File: src/verilog/isa_bus_cfg.svh
`ifndef ISA_BUS_CFG_SVH
`define ISA_BUS_CFG_SVH

// ==========================================================================
// Timing
`define CLK_PERIOD_NS    8
`define RST_MIN_NS       800
`define RST_MIN_CYC      ((`RST_MIN_NS + `CLK_PERIOD_NS - 1) / `CLK_PERIOD_NS)
`define RST_CNT_W        8

// ==========================================================================
// Widths
`define IRQ_LINES        8
`define IRQ_SEL_W        3
`define SA_W             20
`define SD_W             16
`define SYNC_W           51

// ==========================================================================
// Decode constants
`define PNP_ADDR_PORT    12'h279
`define PNP_DATA_PORT    12'hA79
`define IO_DATA_OFS      5'h10
`define IRQ_ONE          8'h01
`define IO_ZERO10        10'h000
`define RST_CNT_ONE      8'h01

`endif

File: src/verilog/isa_bus_pkg.sv
package isa_bus_pkg;

  typedef enum logic [1:0] {
    ST_IDLE = 2'b00,
    ST_WAIT = 2'b01,
    ST_HOLD = 2'b10
  } acc_state_e;

  typedef enum logic [2:0] {
    ACC_IO_RD    = 3'b000,
    ACC_IO_WR    = 3'b001,
    ACC_MEM_RD   = 3'b010,
    ACC_MEM_WR   = 3'b011,
    ACC_PNP_ADDR = 3'b100,
    ACC_PNP_DATA = 3'b101
  } acc_kind_e;

endpackage : isa_bus_pkg

File: src/verilog/isa_pin_sync.sv
`timescale 1ns/1ns

module isa_pin_sync #(
  parameter int W = 8
) (
  // Clock and reset
  input  wire logic         clk,
  input  wire logic         resetn,
  // Pins and filtered result
  input  wire logic [W-1:0] pin_in,
  output logic      [W-1:0] pin_q
);

  typedef struct packed {
    logic [W-1:0] s1;
    logic [W-1:0] s2;
    logic [W-1:0] s3;
    logic [W-1:0] q;
  } sync_s;

  sync_s state_reg;
  sync_s state_next;

  // ========================================================================
  // Three stages; a bit moves once stages two and three agree
  always_comb begin
    state_next    = state_reg;
    state_next.s1 = pin_in;
    state_next.s2 = state_reg.s1;
    state_next.s3 = state_reg.s2;
    for (int i = 0; i < W; i++) begin
      if (state_reg.s2[i] == state_reg.s3[i]) begin
        state_next.q[i] = state_reg.s3[i];
      end
    end
  end

  always_ff @(posedge clk or negedge resetn) begin
    if (!resetn) begin
      state_reg <= '0;
    end else begin
      state_reg <= state_next;
    end
  end

  assign pin_q = state_reg.q;

endmodule : isa_pin_sync

File: src/verilog/isa_host_bus_interface.sv
`timescale 1ns/1ns
`include "isa_bus_cfg.svh"

// Functional notes
// - I/O commands count only with address enable low
// - Eight request outputs map to lines 15..2/9
// - Exactly one request output driven, others released
// - All eight lines sampled into readable status
// - Channel ready pulled low until I/O or memory access completes
// - Slot width sensed at bus reset fall
// - Sense pin then open-drain 16-bit select
// - 16-bit select decoded combinationally from pins
// - Bus reset high; pulses under 800ns ignored
// - Config ports decoded on 12 address bits, bit 10 zero
// - Memory write strobe decodes flash writes
module isa_host_bus_interface (
  // Clock and power-on reset
  input  wire logic                    clk,
  input  wire logic                    resetn,
  // Host command pins
  input  wire logic                    aen,
  input  wire logic [`SA_W-1:0]        sa,
  input  wire logic                    ior_n,
  input  wire logic                    iow_n,
  input  wire logic                    smemr_n,
  input  wire logic                    smemw_n,
  input  wire logic                    bus_reset,
  // Host data bus
  input  wire logic [`SD_W-1:0]        sd_in,
  output logic      [`SD_W-1:0]        sd_out,
  output logic                         sd_oe,
  // Channel ready, open drain
  output logic                         chrdy_out,
  output logic                         chrdy_oe,
  // Slot width sense and 16-bit select, open drain
  input  wire logic                    slot_width_sense_in,
  output logic                         slot_width_sense_out,
  output logic                         slot_width_sense_oe,
  // Interrupt lines
  input  wire logic [`IRQ_LINES-1:0]   interrupt_line_monitor,
  output logic      [`IRQ_LINES-1:0]   interrupt_request_outputs,
  output logic      [`IRQ_LINES-1:0]   interrupt_request_oe,
  // Configuration from the core
  input  wire logic [9:0]              io_base,
  input  wire logic [5:0]              rom_base,
  input  wire logic                    flash_write_enable,
  input  wire logic [`IRQ_SEL_W-1:0]   irq_select,
  input  wire logic                    irq_request,
  // Access handshake with the core
  output logic                         acc_req,
  output isa_bus_pkg::acc_kind_e       acc_kind,
  output logic      [13:0]             acc_addr,
  output logic      [`SD_W-1:0]        acc_wdata,
  input  wire logic                    core_ready,
  input  wire logic [`SD_W-1:0]        core_rdata,
  // Status to the core
  output logic      [`IRQ_LINES-1:0]   irq_line_status,
  output logic                         slot_is_16,
  output logic                         core_reset
);

  typedef struct packed {
    isa_bus_pkg::acc_state_e   st;
    isa_bus_pkg::acc_kind_e    kind;
    logic                      req;
    logic [13:0]               addr;
    logic [`SD_W-1:0]          wdata;
    logic [`SD_W-1:0]          rdata;
    logic [`RST_CNT_W-1:0]     rst_cnt;
    logic                      bus_rst;
    logic                      sense_done;
    logic                      slot_width_sense;
    logic [`IRQ_SEL_W-1:0]     irq_sel;
    logic                      irq_lvl;
    logic [`IRQ_LINES-1:0]     irq_status;
  } ctl_s;

  ctl_s state_reg;
  ctl_s state_next;

  // ========================================================================
  // Decode functions
  function automatic logic io_window_hit(input logic [9:0] a, input logic [9:0] base);
    io_window_hit = (a[9:5] == base[9:5]);
  endfunction : io_window_hit

  function automatic logic pnp_port_hit(input logic [11:0] a);
    pnp_port_hit = (a == `PNP_ADDR_PORT) || (a == `PNP_DATA_PORT);
  endfunction : pnp_port_hit

  // ========================================================================
  // Pin synchronisation
  logic                    aen_s;
  logic [`SA_W-1:0]        sa_s;
  logic                    ior_n_s;
  logic                    iow_n_s;
  logic                    smemr_n_s;
  logic                    smemw_n_s;
  logic                    rst_s;
  logic                    sense_s;
  logic [`SD_W-1:0]        sd_s;
  logic [`IRQ_LINES-1:0]   irq_s;
  logic [`SYNC_W-1:0]      sync_q;

  isa_pin_sync #(.W(`SYNC_W)) u_sync (
    .clk    (clk),
    .resetn (resetn),
    .pin_in ({aen, sa, ior_n, iow_n, smemr_n, smemw_n, bus_reset,
              slot_width_sense_in, sd_in, interrupt_line_monitor}),
    .pin_q  (sync_q)
  );

  assign {aen_s, sa_s, ior_n_s, iow_n_s, smemr_n_s, smemw_n_s, rst_s,
          sense_s, sd_s, irq_s} = sync_q;

  // ========================================================================
  // Command qualification
  logic io_q;
  logic pnp_q;
  logic mem_q;
  logic strobes_idle;
  logic is_read;
  logic read_strobe;

  assign io_q         = !aen_s && io_window_hit(sa_s[9:0], io_base);
  assign pnp_q        = !aen_s && pnp_port_hit(sa_s[11:0]);
  assign mem_q        = (sa_s[19:14] == rom_base);
  assign strobes_idle = ior_n_s && iow_n_s && smemr_n_s && smemw_n_s;
  assign is_read      = (state_reg.kind == isa_bus_pkg::ACC_IO_RD) ||
                        (state_reg.kind == isa_bus_pkg::ACC_MEM_RD);
  assign read_strobe  = (state_reg.kind == isa_bus_pkg::ACC_IO_RD) ? !ior_n_s : !smemr_n_s;

  // ========================================================================
  // Next state
  always_comb begin
    state_next         = state_reg;
    state_next.req     = 1'b0;
    state_next.irq_sel = irq_select;
    state_next.irq_lvl = irq_request;
    state_next.irq_status = irq_s;

    // Bus reset filter and slot sensing
    if (rst_s) begin
      if (state_reg.rst_cnt != `RST_CNT_W'(`RST_MIN_CYC)) begin
        state_next.rst_cnt = state_reg.rst_cnt + `RST_CNT_ONE;
      end
      if (state_reg.rst_cnt == `RST_CNT_W'(`RST_MIN_CYC - 1)) begin
        state_next.bus_rst    = 1'b1;
        state_next.sense_done = 1'b0;
      end
    end else begin
      state_next.rst_cnt = '0;
      if (state_reg.bus_rst) begin
        state_next.bus_rst    = 1'b0;
        state_next.slot_width_sense     = sense_s;
        state_next.sense_done = 1'b1;
      end
    end

    // Access sequencer
    if (state_reg.bus_rst) begin
      state_next.st = isa_bus_pkg::ST_IDLE;
    end else begin
      unique case (state_reg.st)
        isa_bus_pkg::ST_IDLE: begin
          state_next.wdata = sd_s;
          if (!ior_n_s && io_q) begin
            state_next.kind = isa_bus_pkg::ACC_IO_RD;
            state_next.addr = {9'h000, sa_s[4:0]};
            state_next.req  = 1'b1;
            state_next.st   = isa_bus_pkg::ST_WAIT;
          end else if (!iow_n_s && pnp_q) begin
            state_next.kind = sa_s[11] ? isa_bus_pkg::ACC_PNP_DATA
                                       : isa_bus_pkg::ACC_PNP_ADDR;
            state_next.addr = {2'h0, sa_s[11:0]};
            state_next.req  = 1'b1;
            state_next.st   = isa_bus_pkg::ST_HOLD;
          end else if (!iow_n_s && io_q) begin
            state_next.kind = isa_bus_pkg::ACC_IO_WR;
            state_next.addr = {9'h000, sa_s[4:0]};
            state_next.req  = 1'b1;
            state_next.st   = isa_bus_pkg::ST_WAIT;
          end else if (!smemr_n_s && mem_q) begin
            state_next.kind = isa_bus_pkg::ACC_MEM_RD;
            state_next.addr = sa_s[13:0];
            state_next.req  = 1'b1;
            state_next.st   = isa_bus_pkg::ST_WAIT;
          end else if (!smemw_n_s && mem_q && flash_write_enable) begin
            state_next.kind = isa_bus_pkg::ACC_MEM_WR;
            state_next.addr = sa_s[13:0];
            state_next.req  = 1'b1;
            state_next.st   = isa_bus_pkg::ST_WAIT;
          end
        end
        isa_bus_pkg::ST_WAIT: begin
          if (core_ready) begin
            state_next.rdata = core_rdata;
            state_next.st    = isa_bus_pkg::ST_HOLD;
          end
        end
        isa_bus_pkg::ST_HOLD: begin
          if (strobes_idle) begin
            state_next.st = isa_bus_pkg::ST_IDLE;
          end
        end
        default: begin
          state_next.st = isa_bus_pkg::ST_IDLE;
        end
      endcase
    end
  end

  always_ff @(posedge clk or negedge resetn) begin
    if (!resetn) begin
      state_reg      <= '0;
      state_reg.st   <= isa_bus_pkg::ST_IDLE;
      state_reg.kind <= isa_bus_pkg::ACC_IO_RD;
    end else begin
      state_reg <= state_next;
    end
  end

  // ========================================================================
  // Pin drivers
  assign sd_out    = state_reg.rdata;
  assign sd_oe     = is_read && (state_reg.st != isa_bus_pkg::ST_IDLE) && read_strobe;
  assign chrdy_out = 1'b0;
  assign chrdy_oe  = (state_reg.st == isa_bus_pkg::ST_WAIT);

  // Select covers the data port, offsets 10h to 17h of the I/O window
  logic [4:0] sel_ofs;
  assign sel_ofs = `IO_DATA_OFS;

  assign slot_width_sense_out = 1'b0;
  assign slot_width_sense_oe  = state_reg.sense_done && state_reg.slot_width_sense && !aen &&
                                io_window_hit(sa[9:0], io_base) &&
                                (sa[4:3] == sel_ofs[4:3]);

  assign interrupt_request_oe      = `IRQ_ONE << state_reg.irq_sel;
  assign interrupt_request_outputs = {`IRQ_LINES{state_reg.irq_lvl}};

  assign acc_req         = state_reg.req;
  assign acc_kind        = state_reg.kind;
  assign acc_addr        = state_reg.addr;
  assign acc_wdata       = state_reg.wdata;
  assign irq_line_status = state_reg.irq_status;
  assign slot_is_16      = state_reg.slot_width_sense;
  assign core_reset      = state_reg.bus_rst;
endmodule : isa_host_bus_interface

File: config.mk
export PLATFORM = sky130hd
export DESIGN_NAME = isa_host_bus_interface
export DESIGN_NICKNAME = d
export VERILOG_FILES = /design/src/verilog/isa_bus_pkg.sv /design/src/verilog/isa_pin_sync.sv /design/src/verilog/isa_host_bus_interface.sv
export VERILOG_INCLUDE_DIRS = /design/src /design/src/verilog
export SDC_FILE = /design/constraint.sdc
export NUM_CORES = 1
export LEC_CHECK = 0
export ABC_AREA = 1
export BUFFER_PORTS_ARGS = -buffer_cell sky130_fd_sc_hd__buf_2
export CAP_MARGIN = 40
export CORE_MARGIN = 4
export CORE_UTILIZATION = 48
export DETAILED_ROUTE_END_ITERATION = 8
export PLACE_DENSITY = 0.77
export SYNTH_ARGS = -nofsm -noshare
export SYNTH_HDL_FRONTEND = slang
export SYNTH_HIERARCHICAL = 1
export SYNTH_SLANG_ARGS = --single-unit
File: constraint.sdc
create_clock -name clk -period 4.03 [get_ports clk]
set_input_delay 0.2015 -clock clk [delete_from_list [all_inputs] [get_ports clk]]
set_output_delay 0.2015 -clock clk [all_outputs]
set_load 0.01 [all_outputs]
==> impl_results.md <==
* CP arrival at 2470 ps
* Routed len/inst at 13.6 microns
* Reg2reg path depth at 8
* WL final at 18700 microns
* Vias per std cell at 4.58
* Worst-Skew Late Latency at 530 ps
* DRT Pass-1 Iters at 7
* Pre-CTS WS at approximately 1900 ps
* Layout cells sized above 1 at 23.4%
* Final worst setup slack at just under 2000 ps
* DIE AREA at 24000 sq um
* Worst clock skew at 8.39 ps
* FF+latch area at approximately 7000 sq um
* Worst min path class: in2reg
* Total grt overflow at 0
* Initial antenna violation count at 1
* Post-CTS setup buffer count at 0
* Final-layout fill cell count at 1730
* DRT iter0 DRCs at between 200 and 300
* Worst reg2reg path endpoint: state_reg[74]
* Hold Crit Depth at 7
* Tcrit/Tclk final at 51.2%
* Register area share after synthesis at 67.5%
* Post-synth EDFFs at 0
* Most common cell in the synthesized netlist: dfrtp_1
* Final setup TNS at 0 ps
* RR Startpoint: core_reset
* Status: completed
* Area of the multi-input gates at 2050 sq um
* Worst-path clk slew at approximately 60 ps
* Maxcap violations at 0
* CP required at 4440 ps
* DR vias at 6303
* First-pass GRT wire length at 31800 microns
* DIE WIDTH at 155 microns
* CTS tree: yes
* Root buffer cell: clkbuf_16
* Initial Utilization at approximately half
* Ys async rst share at 100%
* Slowest stage cell on the critical path: dfrtp_1
* Pleak at 0.00637 uW
* Top Ports at around 170
* Total track usage at 16.1%
* Rows at 53
* Maximum clock rate at 485 MHz
* DP Wirelength at 12100 microns
* Pwr Density at 580 nW/um^2
* DR DRC count at 0
* CP most frequent cell: nand2_1
* Cell count after synthesis at 932
* Port bufs at 164
* Min Tclk post-route at 2060 ps
* Clock sinks at 279
* Max reg flops at 102
* Worst Setup Start Kind: flip-flop
* Worst rel slew slack at 39.2%
* Commonest cells in the netlist: dfrtp_1, nand2_1, buf_4
* Netlist cell types at 32
* Die span in y at 155 microns
* Fin. max-slew vios at 0
* Hold path startpoint: flash_write_enable
* Hold Vio Cnt, Final at 0
* CP max stage delay at 480 ps
* Setup crit end kind: flip-flop
* Clock Path Buffers at 3
* DRT antenna net count at 0
* Largest net degree at the start of global routing at 128
* Post-layout power at 7170 uW
* Layout net count at 1171
* Syn-to-layout area delta at 19.6%
* Max VDD drop at 0.474 mV
* Core area at 21100 sq um
* Flop and latch count out of synthesis at 279
* Top FF cell, synth: dfrtp_1
* Yosys top cell area share at about two thirds
* Synthesized area per cell at 11.1 sq um
* Hold EP: acc_kind[0]
* Synth warnings at 6
* Num CTS Buffers at 28
* Setup-failing EPs final at 0
* Area contributors post-synth: dfrtp_1, buf_4, nand2_1
* Internal reg-to-reg setup slack at 1970 ps
* Crit-path cells: nor2_2 -> inv_1 -> nor2_8 -> inv_2 -> nor2_1 -> nand2_1 -> nand3_1 -> nand2_1
* Gpl congestion at 0.817
* Vias in the first global route at 6654
* WS Path Type: reg2reg
* Post-synth top area cell: dfrtp_1
* Unrepaired setup endpoints after global routing: no
* Mapped cell area at 10300 sq um
* H-tree levels at 1
* CP max FO at 24
* Slew @ Worst Pin at 911 ps
[worst max-delay path by stage]
| stage | from | slack (ps) | endpoint |
|---|---|---|---|
| after detailed placement | core_reset | 1950 | state_reg[74] |
| final | core_reset | 1970 | state_reg[74] |
| after CTS | core_reset | 1940 | state_reg[74] |
| after global placement | core_reset | 2000 | state_reg[74] |
| after floorplan | u_sync/pin_q[37] | 2470 | acc_kind[0] |
| after global routing | u_sync/pin_q[36] | 1760 | acc_addr[8] |
[logic make-up after synthesis]
family          Yosys count  share of synthesized area [%]
mux                      17                           1.85
flops                   279                           67.5
buf+inv                 224                           12.7
fa+ha+maj                 2                          0.242
compound gates           82                           4.03
simple gates            323                           13.3
other cells               1                         0.0363
xor+xnor                  4                          0.339
[stage by stage]
stage | util, % | instance area, sq um | instances | hold slack [ps]
2_1_floorplan | - | 10300 | 933 | -94.1
3_3_place_gp | 50.4 | 10600 | 1250 | 309
3_5_place_dp | 50.4 | 10600 | 1250 | 311
4_1_cts | 58.6 | 12400 | 1375 | 194
5_1_grt | 58.6 | 12400 | 1375 | 233
6_report | 58.6 | 12400 | 1376 | 207
[worst max-delay path: cells and delay by family (launching register included)]
| kind | cells | cell delay [ps] |
|---|---|---|
| simple gates | 6 | 1070 |
| buf+inv | 2 | 400 |
| flops | 1 | 480 |
[where the power goes]
group / internal (uW) / total (uW) / switching, uW
Clock: 1700 / 2750 / 1050
Sequential: 3150 / 3370 / 222
Combinational: 440 / 1050 / 606
Total: 5300 / 7170 / 1880
[per-layer routing]
| metal | share of wire (%) | GRT usage (%) |
|---|---|---|
| met5 | 0 | 0 |
| met4 | 2.9 | 5.80 |
| met2 | 52 | 28.3 |
| met3 | 5.3 | 3.08 |
| met1 | 40 | 20.0 |
[timing repair]
item	in CTS	in global routing
endpoints found under the hold margin	196	0
hold buffers	73	0
gates resized for setup	0	0
[final cells by class]
type | instances | area share [%]
inverter | 99 | 3.00
tap | 275 | 2.78
timing repair buffer | 240 | 13.0
multi-input combinational | 430 | 16.6
sequential | 279 | 56.5
antenna | 1 | 0.0202
clock buffer | 35 | 6.37
clock inverter | 17 | 1.75
[layout by cell type, fill, tap and decap left out, types with 3 or more instances in the layout]
| cell type | count |
|---|---|
| dfrtp_1 | 279 |
| nand2_1 | 186 |
| buf_2 | 163 |
| inv_1 | 98 |
| nor2_1 | 74 |
| dlygate4sd3_1 | 73 |
| a21oi_1 | 68 |
| clkbuf_16 | 29 |
| nand3_1 | 17 |
| mux2_2 | 17 |
| nor3_1 | 16 |
| nand2_2 | 11 |
| o21ai_0 | 10 |
| clkinv_2 | 10 |
| bufinv_16 | 5 |
| nand4_1 | 4 |
| clkbuf_8 | 4 |
| nor4_1 | 3 |
| nand3_2 | 3 |
(Power assumes the default switching activity.)
